$ cat src/shared/uart_sfi_defines.svh
// Purpose: offsets, field positions, reset values and timing counts of the
//          uart status, fifo-control and interrupt-identification block
// Assumes: byte addresses on a classic wishbone bus, 8-bit data in lane 0
// Notes:   included by the package and by the block
//
// Summary of operation
// - data ready set when character enters buffer
// - data ready clears once buffer fully read
// - overrun on unread overwrite, cleared by status read
// - fifo overrun only when full, character dropped
// - parity error flag, cleared by status read
// - fifo errors travel with character, shown at head
// - framing error on low stop bit unless break, read clears
// - after framing error, low taken as start
// - break when line low over whole character
// - break loads one zero character, waits mark
// - line status interrupt on any error, if enabled
// - holding empty flag follows holding register or fifo
// - transmitter empty when holding and shifter empty
// - top status bit summarises fifo errors
// - fifo enable toggling discards both fifos
// - other control bits need enable written one
// - clear bits empty fifos, self clearing
// - dma mode bit selects pin mode one
// - trigger level 1, 4, 8 or 14
// - prioritised identification codes in low nibble
// - timeout after four idle character times
// - holding empty interrupt cleared by id read or write
// - identification top bits set in fifo mode
// - disabled sources hidden from id and interrupt
`ifndef UART_SFI_DEFINES_SVH
`define UART_SFI_DEFINES_SVH

// register byte offsets
`define SFI_OFS_DATA      8'h00
`define SFI_OFS_IDENT     8'h08
`define SFI_OFS_LSTAT     8'h14

// fifo control field positions
`define SFI_FC_ENABLE     0
`define SFI_FC_RX_CLEAR   1
`define SFI_FC_TX_CLEAR   2
`define SFI_FC_DMA_MODE   3
`define SFI_FC_TRIG_LO    6
`define SFI_FC_TRIG_HI    7

// interrupt enable input positions
`define SFI_IE_RX         0
`define SFI_IE_TX_HOLDING_EMPTY_FLAG       1
`define SFI_IE_LINE       2
`define SFI_IE_MODEM      3

// identification codes
`define SFI_ID_NONE       4'h1
`define SFI_ID_LINE       4'h6
`define SFI_ID_RXDATA     4'h4
`define SFI_ID_TIMEOUT    4'hC
`define SFI_ID_TX_HOLDING_EMPTY_FLAG       4'h2
`define SFI_ID_MODEM      4'h0

// trigger levels in bytes
`define SFI_TRIG_0        5'd1
`define SFI_TRIG_1        5'd4
`define SFI_TRIG_2        5'd8
`define SFI_TRIG_3        5'd14

// reset values and timing
`define SFI_FIFO_DEPTH    16
`define SFI_FC_RESET      8'h00
`define SFI_TICKS_LAST    4'hF
`define SFI_START_MID     4'h7
`define SFI_TIMEOUT_CHARS 4

`endif

$ cat src/shared/uart_sfi_pkg.sv
// Purpose: types shared by the block and its bench
// Assumes: uart_sfi_defines.svh on the include path
// Notes:   bus request and line setup travel as packed structs
package uart_sfi_pkg;
    `include "uart_sfi_defines.svh"

    typedef enum logic [2:0] {
        RX_IDLE,
        RX_START,
        RX_DATA,
        RX_PARITY,
        RX_STOP,
        RX_BREAK_WAIT
    } rx_state_e;

    typedef struct packed {
        logic        cyc;
        logic        stb;
        logic        we;
        logic [7:0]  adr;
        logic [3:0]  sel;
        logic [31:0] dat;
    } wb_req_s;

    typedef struct packed {
        logic [1:0] word_len;   // 0..3 gives 5..8 data bits
        logic       parity_en;
        logic       even;
        logic       stick;
        logic       stop2;
    } line_cfg_s;

    typedef struct packed {
        logic       brk;
        logic       frm;
        logic       par;
        logic [7:0] data;
    } rx_entry_s;
endpackage

$ cat src/rtl/uart_sfi.sv
// Purpose: receiver framing, rx/tx fifos, line status, fifo control and
//          prioritised interrupt identification of a uart
// Assumes: i_baud_x16 is a one-cycle pulse at 16x baud on i_clk
// Notes:   interrupt enables and line setup come from registers elsewhere
`timescale 1ns/1ps
`default_nettype none
`include "uart_sfi_defines.svh"

module uart_sfi #(
    parameter int DEPTH = `SFI_FIFO_DEPTH
) (
    input  wire logic                  i_clk,
    input  wire logic                  i_srst,
    input  wire uart_sfi_pkg::wb_req_s i_wb,
    output logic                       o_wb_ack,
    output logic [31:0]                o_wb_dat,
    input  wire logic                  i_serial_input,
    input  wire logic                  i_baud_x16,
    input  wire uart_sfi_pkg::line_cfg_s i_line_cfg,
    input  wire logic [3:0]            i_int_enable,
    input  wire logic                  i_modem_status_int,
    input  wire logic                  i_tx_load,
    input  wire logic                  i_tx_shift_busy,
    output logic                       o_tx_valid,
    output logic [7:0]                 o_tx_data,
    output logic                       o_intr,
    output logic                       o_receive_dma_request_pin_n,
    output logic                       o_transmit_dma_request_pin_n
);
    import uart_sfi_pkg::*;

    localparam int AW = $clog2(DEPTH);

    // trigger levels up to 14 and counters need a power of two
    if (DEPTH < 14 || DEPTH > 16 || (1 << AW) != DEPTH)
        $error("uart_sfi: DEPTH must be 16");

    typedef struct packed {
        logic                     sin_meta;
        logic                     sin_sync;
        rx_state_e                rx_state;
        logic [3:0]               tick;
        logic [3:0]               bitn;
        logic [7:0]               shreg;
        logic                     par_bit;
        logic                     all_zero;
        logic [DEPTH-1:0][10:0]   rx_mem;
        logic [AW-1:0]            rx_wr;
        logic [AW-1:0]            rx_rd;
        logic [AW:0]              rx_cnt;
        logic [AW:0]              err_cnt;
        logic [DEPTH-1:0][7:0]    tx_mem;
        logic [AW-1:0]            tx_wr;
        logic [AW-1:0]            tx_rd;
        logic [AW:0]              tx_cnt;
        logic                     fifo_en;
        logic                     dma_mode;
        logic [1:0]               trig;
        logic                     oe;
        logic                     pe;
        logic                     fe;
        logic                     bi;
        logic                     fifo_err;
        logic                     tx_holding_empty_flag_int;
        logic                     tx_holding_empty_flag_prev;
        logic                     timeout;
        logic [9:0]               to_cnt;
        logic                     ack;
        logic [31:0]              rdat;
        logic                     intr;
        logic                     receive_dma_request_pin_n;
        logic                     transmit_dma_request_pin_n;
        logic                     tx_valid;
        logic [7:0]               tx_data;
    } st_s;

    st_s q;
    st_s n;

    // outputs come straight from the state register
    assign o_wb_ack                     = q.ack;
    assign o_wb_dat                     = q.rdat;
    assign o_tx_valid                   = q.tx_valid;
    assign o_tx_data                    = q.tx_data;
    assign o_intr                       = q.intr;
    assign o_receive_dma_request_pin_n  = q.receive_dma_request_pin_n;
    assign o_transmit_dma_request_pin_n = q.transmit_dma_request_pin_n;

    // identification from current state; disabled sources never show
    function automatic logic [3:0] ident(input st_s s, input logic [3:0] ie,
                                         input logic modem);
        logic [4:0] lvl;
        lvl = 5'd0;
        case (s.trig)
            2'd0:    lvl = `SFI_TRIG_0;
            2'd1:    lvl = `SFI_TRIG_1;
            2'd2:    lvl = `SFI_TRIG_2;
            default: lvl = `SFI_TRIG_3;
        endcase
        if (ie[`SFI_IE_LINE] && (s.oe || s.pe || s.fe || s.bi))
            ident = `SFI_ID_LINE;
        else if (ie[`SFI_IE_RX] && s.fifo_en && 5'(s.rx_cnt) >= lvl)
            ident = `SFI_ID_RXDATA;
        else if (ie[`SFI_IE_RX] && !s.fifo_en && s.rx_cnt != '0)
            ident = `SFI_ID_RXDATA;
        else if (ie[`SFI_IE_RX] && s.timeout)
            ident = `SFI_ID_TIMEOUT;
        else if (ie[`SFI_IE_TX_HOLDING_EMPTY_FLAG] && s.tx_holding_empty_flag_int)
            ident = `SFI_ID_TX_HOLDING_EMPTY_FLAG;
        else if (ie[`SFI_IE_MODEM] && modem)
            ident = `SFI_ID_MODEM;
        else
            ident = `SFI_ID_NONE;
    endfunction

    // next-state logic of the whole block
    always_comb
    begin
        logic       acc;
        logic       rd_data;
        logic       rd_ident;
        logic       rd_lstat;
        logic       wr_data;
        logic       wr_fctl;
        logic       push;
        logic       pop;
        logic       head_new;
        logic       flush;
        logic       transmitter_empty_flag;
        logic [3:0] nbits;
        logic [3:0] id;
        logic [7:0] wd;
        logic [7:0] dalign;
        logic [9:0] to_lim;
        rx_entry_s  ent;
        rx_entry_s  head;
        acc      = 1'b0;
        rd_data  = 1'b0;
        rd_ident = 1'b0;
        rd_lstat = 1'b0;
        wr_data  = 1'b0;
        wr_fctl  = 1'b0;
        push     = 1'b0;
        pop      = 1'b0;
        head_new = 1'b0;
        flush    = 1'b0;
        transmitter_empty_flag     = 1'b0;
        nbits    = 4'd5 + {2'b00, i_line_cfg.word_len};
        id       = ident(q, i_int_enable, i_modem_status_int);
        wd       = i_wb.dat[7:0];
        dalign   = 8'h00;
        ent      = '0;
        head     = '0;
        n        = q;

        // pin passes two flops before the receiver looks at it
        n.sin_meta = i_serial_input;
        n.sin_sync = q.sin_meta;

        // bus decode; one access per request, ack drops the next cycle
        acc   = i_wb.cyc && i_wb.stb && !q.ack;
        n.ack = acc;
        if (acc)
        begin
            n.rdat = 32'h0000_0000;
            case (i_wb.adr)
                `SFI_OFS_DATA:
                begin
                    if (i_wb.we)
                        wr_data = i_wb.sel[0];
                    else
                    begin
                        rd_data = 1'b1;
                        n.rdat  = {24'h00_0000, q.rx_mem[q.rx_rd][7:0]};
                    end
                end
                `SFI_OFS_IDENT:
                begin
                    if (i_wb.we)
                        wr_fctl = i_wb.sel[0];
                    else
                    begin
                        rd_ident = 1'b1;
                        n.rdat   = {24'h00_0000, q.fifo_en, q.fifo_en, 2'b00, id};
                    end
                end
                `SFI_OFS_LSTAT:
                begin
                    if (!i_wb.we)
                    begin
                        rd_lstat = 1'b1;
                        transmitter_empty_flag     = q.tx_cnt == '0 && !i_tx_shift_busy && !q.tx_valid;
                        n.rdat   = {24'h00_0000, q.fifo_en && q.fifo_err,
                                    transmitter_empty_flag, q.tx_cnt == '0, q.bi, q.fe, q.pe, q.oe,
                                    q.rx_cnt != '0};
                    end
                end
                default: n.rdat = 32'h0000_0000;  // unmapped reads zero, writes dropped
            endcase
        end

        // status read clears sticky errors; later sets in this pass win
        if (rd_lstat)
        begin
            n.oe = 1'b0;
            n.pe = 1'b0;
            n.fe = 1'b0;
            n.bi = 1'b0;
        end

        // fifo control write; other bits ignored unless enable written one, enable zero in fifo mode empties both fifos
        if (wr_fctl)
        begin
            if (wd[`SFI_FC_ENABLE])
            begin
                flush      = !q.fifo_en;
                n.fifo_en  = 1'b1;
                n.dma_mode = wd[`SFI_FC_DMA_MODE];
                n.trig     = wd[`SFI_FC_TRIG_HI:`SFI_FC_TRIG_LO];
                if (wd[`SFI_FC_RX_CLEAR] || flush)
                begin
                    n.rx_wr   = '0;
                    n.rx_rd   = '0;
                    n.rx_cnt  = '0;
                    n.err_cnt = '0;
                end
                if (wd[`SFI_FC_TX_CLEAR] || flush)
                begin
                    n.tx_wr  = '0;
                    n.tx_rd  = '0;
                    n.tx_cnt = '0;
                end
            end
            else if (q.fifo_en)
            begin
                n.fifo_en = 1'b0;
                n.rx_wr   = '0;
                n.rx_rd   = '0;
                n.rx_cnt  = '0;
                n.err_cnt = '0;
                n.tx_wr   = '0;
                n.tx_rd   = '0;
                n.tx_cnt  = '0;
            end
        end

        // receiver: 16 ticks per bit, mid-bit sampling
        if (i_baud_x16)
        begin
            n.tick = q.tick + 4'd1;
            case (q.rx_state)
                RX_IDLE:
                begin
                    n.all_zero = 1'b1;
                    n.tick     = 4'h0;
                    if (!q.sin_sync)
                        n.rx_state = RX_START;
                end
                RX_START:
                begin
                    n.all_zero = 1'b1;
                    if (q.tick == `SFI_START_MID)
                    begin
                        n.tick = 4'h0;
                        n.bitn = 4'd0;
                        // glitch shorter than half a bit is a false start
                        n.rx_state = q.sin_sync ? RX_IDLE : RX_DATA;
                    end
                end
                RX_DATA:
                begin
                    if (q.tick == `SFI_TICKS_LAST)
                    begin
                        n.shreg    = {q.sin_sync, q.shreg[7:1]};
                        n.all_zero = q.all_zero && !q.sin_sync;
                        n.bitn     = q.bitn + 4'd1;
                        if (q.bitn == nbits - 4'd1)
                            n.rx_state = i_line_cfg.parity_en ? RX_PARITY : RX_STOP;
                    end
                end
                RX_PARITY:
                begin
                    if (q.tick == `SFI_TICKS_LAST)
                    begin
                        n.par_bit  = q.sin_sync;
                        n.all_zero = q.all_zero && !q.sin_sync;
                        n.rx_state = RX_STOP;
                    end
                end
                RX_STOP:
                begin
                    if (q.tick == `SFI_TICKS_LAST)
                    begin
                        push = 1'b1;
                        case (i_line_cfg.word_len)
                            2'd0:    dalign = {3'b000, q.shreg[7:3]};
                            2'd1:    dalign = {2'b00, q.shreg[7:2]};
                            2'd2:    dalign = {1'b0, q.shreg[7:1]};
                            default: dalign = q.shreg;
                        endcase
                        ent.data = dalign;
                        if (i_line_cfg.stick)
                            ent.par = i_line_cfg.parity_en && (q.par_bit == i_line_cfg.even);
                        else
                            ent.par = i_line_cfg.parity_en &&
                                      ((^dalign ^ q.par_bit) != !i_line_cfg.even);
                        ent.frm = !q.sin_sync;
                        if (!q.sin_sync && q.all_zero)
                        begin
                            // line low for a whole character: one zero entry only
                            ent        = '0;
                            ent.brk    = 1'b1;
                            n.rx_state = RX_BREAK_WAIT;
                        end
                        else if (!q.sin_sync)
                        begin
                            n.tick     = 4'h0;
                            n.rx_state = RX_START;
                        end
                        else
                            n.rx_state = RX_IDLE;
                    end
                end
                RX_BREAK_WAIT:
                begin
                    n.tick = 4'h0;
                    if (q.sin_sync)
                        n.rx_state = RX_IDLE;
                end
                default: n.rx_state = RX_IDLE;
            endcase
        end

        // receive fifo; character mode keeps a single slot
        pop = rd_data && q.rx_cnt != '0 && !wr_fctl;
        if (pop)
        begin
            n.rx_rd  = q.rx_rd + AW'(1);
            n.rx_cnt = q.rx_cnt - (AW+1)'(1);
            if (q.rx_mem[q.rx_rd][10:8] != 3'b000)
                n.err_cnt = q.err_cnt - (AW+1)'(1);
            head_new = q.rx_cnt > (AW+1)'(1);
        end
        if (push && !q.fifo_en)
        begin
            n.rx_mem[0] = ent;
            n.rx_rd     = '0;
            n.rx_wr     = '0;
            n.rx_cnt    = (AW+1)'(1);
            n.oe        = n.oe || (q.rx_cnt != '0 && !pop);
            n.pe        = n.pe || ent.par;
            n.fe        = n.fe || ent.frm;
            n.bi        = n.bi || ent.brk;
        end
        else if (push && q.rx_cnt == (AW+1)'(DEPTH) && !pop)
            n.oe = 1'b1;
        else if (push)
        begin
            // write pointer after any clear in this pass, so a clear never splits
            n.rx_mem[n.rx_wr] = ent;
            n.rx_wr           = n.rx_wr + AW'(1);
            n.rx_cnt          = n.rx_cnt + (AW+1)'(1);
            if (ent.par || ent.frm || ent.brk)
            begin
                n.err_cnt  = n.err_cnt + (AW+1)'(1);
                n.fifo_err = 1'b1;
            end
            head_new = head_new || n.rx_cnt == (AW+1)'(1);
        end

        // fifo mode shows a character's errors once it reaches the head
        if (q.fifo_en && head_new)
        begin
            head = n.rx_mem[n.rx_rd];
            n.pe = n.pe || head.par;
            n.fe = n.fe || head.frm;
            n.bi = n.bi || head.brk;
        end
        if (rd_lstat && n.err_cnt == '0 && !(push && q.fifo_en && n.fifo_err && !q.fifo_err))
            n.fifo_err = 1'b0;
        if (!n.fifo_en)
            n.fifo_err = 1'b0;

        // character timeout: four character times with no traffic
        to_lim = 10'(`SFI_TIMEOUT_CHARS * 16) *
                 (10'd2 + 10'(nbits) + 10'(i_line_cfg.parity_en) + 10'(i_line_cfg.stop2));
        if (!n.fifo_en || n.rx_cnt == '0 || push || pop)
        begin
            n.to_cnt  = 10'd0;
            n.timeout = 1'b0;
        end
        else if (i_baud_x16 && q.to_cnt != to_lim)
            n.to_cnt = q.to_cnt + 10'd1;
        else if (q.to_cnt == to_lim)
            n.timeout = 1'b1;

        // transmit holding register or fifo
        n.tx_valid = 1'b0;
        if (i_tx_load && q.tx_cnt != '0)
        begin
            n.tx_valid = 1'b1;
            n.tx_data  = q.tx_mem[q.tx_rd];
            n.tx_rd    = q.tx_rd + AW'(1);
            n.tx_cnt   = n.tx_cnt - (AW+1)'(1);
        end
        if (wr_data && !q.fifo_en)
        begin
            n.tx_mem[0] = wd;
            n.tx_rd     = '0;
            n.tx_wr     = '0;
            n.tx_cnt    = (AW+1)'(1);
        end
        else if (wr_data && n.tx_cnt != (AW+1)'(DEPTH))
        begin
            n.tx_mem[q.tx_wr] = wd;
            n.tx_wr           = q.tx_wr + AW'(1);
            n.tx_cnt          = n.tx_cnt + (AW+1)'(1);
        end

        // holding-empty interrupt: edge sets it, id read or write clears
        n.tx_holding_empty_flag_prev = n.tx_cnt == '0;
        if ((rd_ident && id == `SFI_ID_TX_HOLDING_EMPTY_FLAG) || wr_data)
            n.tx_holding_empty_flag_int = 1'b0;
        if (n.tx_holding_empty_flag_prev && !q.tx_holding_empty_flag_prev)
            n.tx_holding_empty_flag_int = 1'b1;

        // pins and interrupt line follow the next state
        n.intr = ident(n, i_int_enable, i_modem_status_int) != `SFI_ID_NONE;
        if (n.fifo_en && n.dma_mode)
        begin
            n.receive_dma_request_pin_n = !(ident(n, 4'b0001, 1'b0) != `SFI_ID_NONE);
            n.transmit_dma_request_pin_n = n.tx_cnt == (AW+1)'(DEPTH);
        end
        else
        begin
            n.receive_dma_request_pin_n = n.rx_cnt == '0;
            n.transmit_dma_request_pin_n = n.tx_cnt != '0;
        end
    end

    // single state register; sync reset to idle, empty, character mode
    always_ff @(posedge i_clk)
    begin
        if (i_srst)
        begin
            q           <= '0;
            q.sin_meta  <= 1'b1;
            q.sin_sync  <= 1'b1;
            q.rx_state  <= RX_IDLE;
            q.all_zero  <= 1'b1;
            q.tx_holding_empty_flag_prev <= 1'b1;
            q.trig      <= 2'(`SFI_FC_RESET >> `SFI_FC_TRIG_LO);
            q.receive_dma_request_pin_n   <= 1'b1;
            q.transmit_dma_request_pin_n   <= 1'b0;
        end
        else
            q <= n;
    end
endmodule // uart_sfi
`default_nettype wire

$ cat config.mk
export PLATFORM = sky130hd
export DESIGN_NAME = uart_sfi
export DESIGN_NICKNAME = d
export VERILOG_FILES = /design/src/shared/uart_sfi_pkg.sv /design/src/rtl/uart_sfi.sv
export VERILOG_INCLUDE_DIRS = /design/src /design/src/shared
export SDC_FILE = /design/constraint.sdc
export NUM_CORES = 1
export LEC_CHECK = 0
export ABC_AREA = 0
export ABC_CLOCK_PERIOD_IN_PS = 7150
export BUFFER_PORTS_ARGS = -buffer_cell sky130_fd_sc_hd__buf_4
export CAP_MARGIN = 15
export CORE_ASPECT_RATIO = 0.75
export CORE_UTILIZATION = 30
export CTS_CLUSTER_DIAMETER = 150
export DETAILED_ROUTE_END_ITERATION = 8
export GPL_TIMING_DRIVEN = 0
export PLACE_DENSITY = 0.44
export SLEW_MARGIN = 20
export SYNTH_ARGS = -nofsm -noshare
export SYNTH_HDL_FRONTEND = slang
export SYNTH_SLANG_ARGS = --single-unit
export TNS_END_PERCENT = 30
$ cat constraint.sdc
create_clock -name i_clk -period 7.15 [get_ports i_clk]
set_clock_uncertainty 0.1 [all_clocks]
set_input_delay 0.3575 -clock i_clk [delete_from_list [all_inputs] [get_ports i_clk]]
set_output_delay 0.3575 -clock i_clk [all_outputs]
set_load 0.02 [all_outputs]
## Yosys cells after proc, flatten, opt, wreduce, memory -nomap -nowiden

Cells that the tools add are included.

- Register bits after elaboration: 425
- Output and inout bits: 45
- Logic and storage cells: 376

- $add $sub $neg: 18
- Order comparisons: 11
- Equality and inequality tests: 36
- Mux-type cells: 125
- Bitwise operators: 3
- Reductions and logical operators: 117

Operator list:

| kind | count |
|---|---|
| two-way mux 180 bit | 2 |
| bitwise mux 176 bit | 1 |
| two-way mux 165 bit | 1 |
| bitwise mux 128 bit | 1 |
| two-way mux 11 bit | 9 |
| case mux 32 bit (3 select lines) | 1 |
| binary-select mux 11 bit (select 4 bit) | 2 |
| two-way mux 18 bit | 4 |
| two-way mux 4 bit | 16 |
| two-way mux 8 bit | 8 |
| logical AND 1 bit | 46 |
| demux 11 bit (select 4 bit) | 1 |
| two-way mux 14 bit | 3 |
| two-way mux 12 bit | 3 |
| case mux 4 bit (3 select lines) | 3 |
| two-way mux 5 bit | 7 |
| two-way mux 1 bit | 34 |
| binary-select mux 8 bit (select 4 bit) | 1 |
| demux 8 bit (select 4 bit) | 1 |
| two-way mux 10 bit | 3 |
| two-way mux 3 bit | 10 |
| less-than comparator 4 x 5 -> 1 bit, second input constant | 5 |
| adder 4 x 1 -> 4 bit, second input constant | 6 |
| case mux 8 bit (3 select lines) | 1 |
| other kinds (58) | 141 |

## Depth between registers and ports, before layout

Gate-level depths: netlist (run 1).

- Depth in word-level cells: 32
- Depth in mapped cells: 21

## Worst setup path after synthesis (run 1)

No wires, ideal clock.

- Kind: in2reg
- Start: input port i_wb[43] (netlist name)
- End: register q, in the netlist o_intr
- Setup time: 0.125 ns
- Arrival time: 4.279 ns
- Data required time: 6.925 ns
- Path slack: 2.645 ns
- Stages: 18
- Cells stage by stage: or4_4 > nor4_4 > nand2_1 > o21ai_0 > ha_1 > o21ai_2 > and3_2 > nor2_1 > nand2_1 > ha_1 > nor2b_1 > o21ai_0 > nand2b_1 > a211o_1 > a221o_1 > a221o_1 > nor4_2 > a31oi_1

RTL lines:

| item | line | text |
|---|---|---|
| from (decl) | uart_sfi.sv:14 | `input wire uart_sfi_pkg::wb_req_s i_wb,` |
| to (signal assigned) | uart_sfi.sv:457 | `q <= n;` |
| to (decl) | uart_sfi.sv:77 | `st_s q;` |

## Worst setup path after layout (run 1)

- Start: register q, in the netlist o_wb_ack
- End: register q, in the netlist o_intr

- Cells in the longest elaborated chain, start to end: 22
- Elaborated cells on any way between the ends: 94
- Classes of those cells: add/sub (3); order compare (3); eq/ne (5); mux (42); reduce/logical (41)

Ends and longest elaborated chain:

| item | line | text |
|---|---|---|
| zero test 1 bit * | uart_sfi.sv:161 | `acc = i_wb.cyc && i_wb.stb && !q.ack;` |
| logical AND 1 bit * | uart_sfi.sv:161 |  |
| two-way mux 1 bit | uart_sfi.sv:163 | `if (acc)` |
| two-way mux 18 bit | uart_sfi.sv:212 | `if (wr_fctl)` |
| less-than comparator 4 x 5 -> 1 bit (implied by the code) / greater-or-equal comparator 4 x 1 -> 1 bit (equally long branches) | uart_sfi.sv:360 | `n.rx_mem[n.rx_wr] = ent;` |
| logical AND 1 bit (implied by the code) | uart_sfi.sv:360 |  |
| two-way mux 11 bit (implied by the code) | uart_sfi.sv:360 |  |
| demux 11 bit (select 4 bit) | uart_sfi.sv:360 |  |
| (+4 left out) | -- |  |
| binary-select mux 11 bit (select 4 bit) | uart_sfi.sv:374 | `head = n.rx_mem[n.rx_rd];` |
| two-way mux 11 bit (implied by the code) | uart_sfi.sv:374 |  |
| logical OR 1 bit | uart_sfi.sv:375 | `n.pe = n.pe \|\| head.par;` |
| two-way mux 3 bit | uart_sfi.sv:372 | `if (q.fifo_en && head_new)` |
| logical OR 1 bit (3 in a row) | -- |  |
| logical AND 1 bit | uart_sfi.sv:100 | `` if (ie[`SFI_IE_LINE] && (s.oe \|\| s.pe \|\| s.fe \|\| s.bi)) `` |
| two-way mux 4 bit * | uart_sfi.sv:100 |  |
| != test 4 x 1 -> 1 bit (no source line) * | -- |  |

Mark *: on every way between the ends. The rest lies on a longest branch, timed or not. The select of a mux whose other input is x is not followed.
A chain may end at the register's enable or synchronous reset.

==> results.py, run 1 <==
metrics = {
    "pwr": {
        "power_switching_uw": 1550,
        "power.leakage_uw": 0.00832,
        "p_int_uw": 4080,
        "pwr-share-seq_pct": 40.6,
        "clkPwrFrac_pct": 45.9,
        "swShare_pct": 27.5,
        "cellPowerDensity_nw_per_um2": 233,
        "finalPower_uw": 5630,
        "power_frac_comb_pct": 13.6,
        "ir_worst_vdd_mv": 0.151,
    },
    "synthesis": {
        "synth_area_um2": 20900,
        "yosysMostFrequentCell": "dfxtp_1",
        "synthTopCellsByArea": "dfxtp_1 38%, mux4_2 8.2%, mux2i_1 7.6%",
        "synth_xor_area_share_pct": 1.73,
        "yosys.area.top_type": "dfxtp_1",
        "synth_top_area_share_pct": 38.4,
        "ys_seq_area_share_pct": 38.4,
        "synth_edf_count": 0,
        "synthFlopType": "dfxtp_1",
        "yosys.area_share.simple_pct": 21.7,
        "ys_async_sr_fraction_pct": 0,
        "avgSynthCellArea_um2": 8.50,
        "syn_inst": 2456,
        "yosysUniqueCellTypes": 97,
        "synth_top_family_by_area": "simple AND/OR/NAND/NOR gates",
        "ys_warn_count": 0,
        "synth_seq_cells": 401,
        "synth_fa_ha_area_share_pct": 2.37,
        "synthMuxAreaShare_pct": 16.6,
        "synth_compound_gate_area_share_pct": 13.5,
        "synth_top_cells_by_count": "401 x dfxtp_1, 367 x nor2_1, 363 x nand2_1",
    },
    "route": {
        "drt-vias-per-instance": 5.41,
        "routedWlPerCell_um": 24.0,
        "drtPass1Iterations": 6,
        "postRouteAntennaNets": 0,
        "vias": 19188,
        "drtIter0Drc": 1984,
        "drcViolationCount": 0,
        "routed_wirelength_mm": 85.4,
    },
    "floorplan": {
        "die_area_um2": 70700,
        "die_x_um": 307,
        "coreArea_um2": 68600,
        "die_y_um": 230,
        "initial_core_util_pct": 30.4,
        "design.portCount": 109,
        "placementRows": 83,
    },
    "timing": {
        "setup_viol": 0,
        "maxSlewViolCount": 0,
        "max_freq_ghz": 0.147,
        "timing.slew.headroom_pct": 21.5,
        "worst_slack_ns": 0.340,
        "post-route-min-period_ns": 6.81,
        "finalHoldViolCount": 0,
        "tightest_slew_ns": 1.18,
        "rsz0062_at_grt": "false",
        "period_share_pct": 95.2,
    },
    "layout": {
        "area.sequential_um2": 8030,
        "multiInputGateArea_um2": 11800,
        "nets": 2680,
        "syn_to_final_growth_pct": 15.9,
        "nFillCells": 7156,
        "drive_gt1_share_pct": 12.3,
    },
    "worst_setup_path": {
        "cpMaxStageDelayCell": "nor4_2",
        "rrSetupSlack_ns": 0.34,
        "startpoint_type": "flip-flop",
        "critPathMostFrequentCell": "clkbuf_1",
        "cp-end-kind": "flip-flop",
        "crit_type": "reg -> reg",
        "crit_path_max_incr_delay_ns": 0.68,
        "worstPathCellList": "and3b_1 > and4_1 > clkbuf_1 > nand2_1 > clkbuf_1 > clkbuf_2 > nand2_1 > ha_1 > clkbuf_1 > inv_1 > nor4_2 > clkbuf_1 > mux2i_1 > o211ai_1 > a21oi_1 > a211o_1 > a21oi_1 > a31oi_2",
        "required_ns": 7.43,
        "ff2ff_path_depth": 18,
        "reg2reg_from": "o_wb_ack",
        "arrival_ns": 7.09,
        "path_max_fanout": 10,
        "reg2reg_to": "o_intr",
    },
    "global_routing": {
        "overflow": 0,
        "grt_pass1_vias": 17974,
        "antenna_found_initial": 2,
        "grt_pass1_wl_mm": 125,
        "grt_max_degree": 14,
        "grtUsageTotal_pct": 23.8,
    },
    "clock_tree": {
        "cts_max_level": 2,
        "clkLatencyLatePin_ns": 0.59,
        "cts_tree": "done",
        "root_buffer": "clkbuf_16",
        "cts_max_path_buffers": 3,
        "cts.clk_slew.worst_paths_ns": 0.06,
        "numClockSinks": 401,
        "numCtsBuffers": 46,
    },
    "min_path": {
        "hold_depth": 3,
        "hold_end": "q[164]",
        "hp-class": "in -> reg",
        "hold_start": "i_wb[4]",
    },
    "placement": {
        "routabilityCongestion": 0.941,
        "io_buffer_count": 49,
        "dp_slack_ns": -0.114,
        "hpwlAfterDp_mm": 65.2,
    },
    "run": {
        "cap_violations": 0,
    },
    "run_status": {
        "outcome": "finished, final reports clean",
    },
}
power by group through the flow:
stage	Combinational [uW]	Clock, uW	Sequential [uW]
floorplan	508	0	2330
CTS	764	2630	2280
global route	836	2720	2280
finish	765	2580	2280
global placement	755	0	2330
detailed placement	757	0	2330
layout by cell type (no fill, tap or decap), types with 18 or more instances in the layout:
| cell type | count |
|---|---|
| mux4_2 | 76 |
| nand3_1 | 38 |
| nor2_1 | 364 |
| clkbuf_16 | 47 |
| buf_4 | 89 |
| xor2_1 | 18 |
| o21ai_0 | 44 |
| clkbuf_1 | 164 |
| a21oi_1 | 254 |
| and3_1 | 21 |
| mux2i_1 | 158 |
| a211oi_1 | 20 |
| conb_1 | 24 |
| inv_1 | 36 |
| xnor2_1 | 18 |
| nand2_1 | 363 |
| ha_1 | 38 |
| or3_1 | 21 |
| nor3_1 | 47 |
| dfxtp_1 | 401 |
| nand4_1 | 22 |
repair_timing:
action / CTS / global route
endpoints found under the hold margin: 7 / 0
pin swaps: 0 / 0
gates resized for setup: 1 / 5
buffers inserted: 0 / 0
endpoints found under the setup margin: 1 / 1
hold buffers: 2 / 0
cell type report:
type	count	area share [%]
Tap cell	935	4.83
Clock inverter	18	1.18
Timing Repair Buffer	51	1.60
Clock buffer	67	5.54
Multi-Input combinational cell	1818	48.8
Buffer	221	4.30
Inverter	38	0.589
Antenna cell	1	0.0103
Sequential cell	401	33.2
flip-flops by register name (all words and copies together), names as in the netlist:
| register | count |
|---|---|
| n | 1 |
| o_transmit_dma_request_pin_n | 1 |
| o_tx_valid | 1 |
| o_receive_dma_request_pin_n | 1 |
| o_intr | 1 |
| o_wb_ack | 1 |
| o_wb_dat | 8 |
| q | 379 |
| o_tx_data | 8 |
per-stage QoR:
step / hold slack, ns / instances / util (%) / instance area, um^2 / setup TNS (ns)
finish: 0.0286 / 3550 / 35.3 / 24200 / 0
global route: 0.0246 / 3549 / 35.3 / 24200 / 0
CTS: 0.0114 / 3550 / 35.2 / 24200 / 0
detailed placement: 0.303 / 3463 / 32.8 / 22500 / -0.114
global placement: 0.296 / 3463 / 32.8 / 22500 / -0.121
floorplan: 0.289 / 2479 / - / 21000 / 0
layer usage:
layer	part of all wire, %	up-vias	track usage (%)
met5	0	-	0
met4	1.2	0	4.30
met3	8.2	71	3.90
met2	39	733	32.0
met1	52	9580	38.7
li1	-	8804	-
critical path, delay by kind of cell, from the launching register on:
kind                     cells  cell delay, ns
AO/OA/AOI/OAI                5            1.30
flip-flops                   1            0.32
AND/OR/NAND/NOR              5            2.11
adder cells (fa/ha/maj)      1            0.17
buffers and inverters        6            2.41
multiplexers                 1            0.17
worst max-delay path by stage:
| stage | startpoint | to |
|---|---|---|
| after detailed placement | i_wb[46] | o_intr |
| final | o_wb_ack | o_intr |
| after global routing | o_wb_ack | o_intr |
| after global placement | i_wb[46] | o_intr |
| after CTS | o_wb_ack | o_intr |
| after floorplan | i_wb[43] | o_intr |
logic make-up after synthesis:
kind of cell	after synthesis
multiplexers	249
other	1
flip-flops	401
XOR/XNOR	38
adder cells (fa/ha/maj)	39
AO/OA/AOI/OAI	462
AND/OR/NAND/NOR	1006
buffers and inverters	260
Power figures use the tool's default switching activity.
==> run 2, diff against run 1 <==
--- a/config.mk
+++ b/config.mk
@@ -12,6 +12,7 @@
 export CAP_MARGIN = 15
 export CORE_ASPECT_RATIO = 0.75
 export CORE_UTILIZATION = 30
+export CTS_BUF_LIST = sky130_fd_sc_hd__clkbuf_8
 export CTS_CLUSTER_DIAMETER = 150
 export DETAILED_ROUTE_END_ITERATION = 8
 export GPL_TIMING_DRIVEN = 0
==> run 2 against run 1 <==
Against the previous run: first-iteration DRC count down 1.9%; hold slack improved by 0.034 ns; clock power decreased by 6%; wire length rose by 0.41%; combinational power about the same.
==> results.py, run 2 (synthesized netlist as in run 1, its figures left out) <==
metrics = {
    "clock_tree": {
        "cts_max_path_buffers": 3,
        "cts.clk_slew.worst_paths_ns": 0.06,
        "clkLatencyLatePin_ns": 0.69,
        "cts_max_level": 3,
        "root_buffer": "clkbuf_8",
        "numClockSinks": 401,
        "cts_tree": "done",
        "post_cts_buffers": 0,
        "numCtsBuffers": 75,
    },
    "layout": {
        "final_core_util_pct": 35.3,
        "largest_register_ffs": 379,
        "stdcell_area_um2": 24200,
        "syn_to_final_growth_pct": 16.0,
        "final_cell_mix": "401 x dfxtp_1, 364 x nor2_1, 363 x nand2_1, 254 x a21oi_1, 158 x mux2i_1",
        "largest_register": "q",
        "nets": 2711,
        "drive_gt1_share_pct": 13.9,
        "final_common_cell": "dfxtp_1",
    },
    "floorplan": {
        "initial_core_util_pct": 30.4,
        "die_y_um": 230,
        "die_area_um2": 70700,
        "design.portCount": 109,
        "coreArea_um2": 68600,
        "placementRows": 83,
        "die_x_um": 307,
    },
    "global_routing": {
        "grtUsageTotal_pct": 24.0,
        "grt_pass1_wl_mm": 125,
        "overflow": 0,
        "antenna_found_initial": 12,
        "grt_max_degree": 12,
        "grt_pass1_vias": 18305,
    },
    "worst_setup_path": {
        "arrival_ns": 7.17,
        "worstPathCellList": "and3b_1 > and4_1 > clkbuf_1 > nand2_1 > clkbuf_1 > clkbuf_2 > nand2_1 > ha_1 > clkbuf_1 > inv_1 > nor4_2 > clkbuf_1 > mux2i_1 > o211ai_1 > a21oi_1 > a211o_1 > a21oi_1 > a31oi_2",
        "rrSetupSlack_ns": 0.36,
        "critPathTopFamily": "buffers and inverters",
        "crit_buf_inv": 6,
        "critPathLaunch": "o_wb_ack",
        "startpoint_type": "flip-flop",
        "critPathMostFrequentCell": "clkbuf_1",
        "crit_path_max_incr_delay_ns": 0.69,
        "reg2reg_to": "o_intr",
        "required_ns": 7.52,
        "ff2ff_path_depth": 18,
        "path_max_fanout": 10,
        "reg2reg_from": "o_wb_ack",
        "cpMaxStageDelayCell": "nor4_2",
        "crit_type": "reg -> reg",
        "cp-end-kind": "flip-flop",
    },
    "timing": {
        "tightest_slew_ns": 1.17,
        "maxSlewViolCount": 0,
        "tns_ns": 0,
        "finalHoldViolCount": 0,
        "post-route-min-period_ns": 6.79,
        "max_freq_ghz": 0.147,
        "whs_ns": 0.0623,
        "timing.slew.headroom_pct": 22.1,
        "rsz0062_at_grt": "false",
        "setup_viol": 0,
        "period_share_pct": 95.0,
    },
    "pwr": {
        "ir_worst_vdd_mv": 0.107,
        "finalPower_uw": 5470,
        "cellPowerDensity_nw_per_um2": 226,
        "power.leakage_uw": 0.00844,
    },
    "min_path": {
        "hold_depth": 5,
        "hold_start": "i_line_cfg[3]",
        "hold_end": "q[421]",
        "hp-class": "in -> reg",
    },
    "route": {
        "drtIter0Drc": 1947,
        "drt-vias-per-instance": 5.36,
        "drtPass1Iterations": 6,
        "routed_wirelength_mm": 85.7,
        "routedWlPerCell_um": 23.8,
        "drcViolationCount": 0,
        "vias": 19320,
        "postRouteAntennaNets": 0,
    },
    "run": {
        "cap_violations": 0,
    },
    "placement": {
        "routabilityCongestion": 0.941,
        "hpwlAfterDp_mm": 65.2,
        "io_buffer_count": 49,
        "placement.cell_area_um2": 22500,
    },
    "run_status": {
        "outcome": "finished, final reports clean",
    },
}
[run 2: power by group]
part           switching (uW)  total (uW)  internal [uW]
sequential               19.9        2280           2270
combinational             507         766            259
clock                    1080        2420           1340
[run 2: worst reg2reg max path: stages (launching register included)]
cell	delay, ns
dfxtp_1	0.32
and3b_1	0.61
and4_1	0.28
clkbuf_1	0.45
nand2_1	0.29
clkbuf_1	0.31
clkbuf_2	0.36
nand2_1	0.24
ha_1	0.17
clkbuf_1	0.54
inv_1	0.31
nor4_2	0.69
clkbuf_1	0.48
mux2i_1	0.17
o211ai_1	0.19
a21oi_1	0.16
a211o_1	0.33
a21oi_1	0.29
a31oi_2	0.30
[run 2: final cells by class]
cell class              count  area, um^2
plain buffers             221        1040
flip-flops and latches    401        8030
repair buffers             53         408
diodes                      2        5.00
fillers                  7164       44400
clock inverters            37         253
multi-input cells        1818       11800
inverters                  38         143
well taps                 935        1170
clock buffers             100        1380
[run 2: what timing repair did]
action | CTS | global route
resized for setup | 1 | 5
hold buffers | 4 | 0
hold endpoints to repair | 14 | 0
cloned | 0 | 0
endpoints found under the setup margin | 1 | 1
[run 2: worst max-delay path by stage]
stage	to	slack (ns)	cells after the start
final	o_intr	0.36	18
after global routing	o_intr	0.23	18
after CTS	o_intr	0.05	20
after detailed placement	o_intr	-0.11	21
after global placement	o_intr	-0.12	20
after floorplan	o_intr	2.65	18
[run 2: metrics by stage]
stage | worst slack (ns) | instances
2_1_floorplan | 2.65 | 2479
3_3_place_gp | -0.121 | 3463
3_5_place_dp | -0.114 | 3463
4_1_cts | 0.0548 | 3604
5_1_grt | 0.226 | 3605
6_report | 0.359 | 3605
[run 2: layer usage]
layer,vias to the layer above,GRT usage (%),share of wire [%]
li1,8896,-,-
met2,801,31.4,38
met1,9482,36.6,50
met4,8,6.61,2.3
met5,-,0,0.067
met3,133,7.69,10
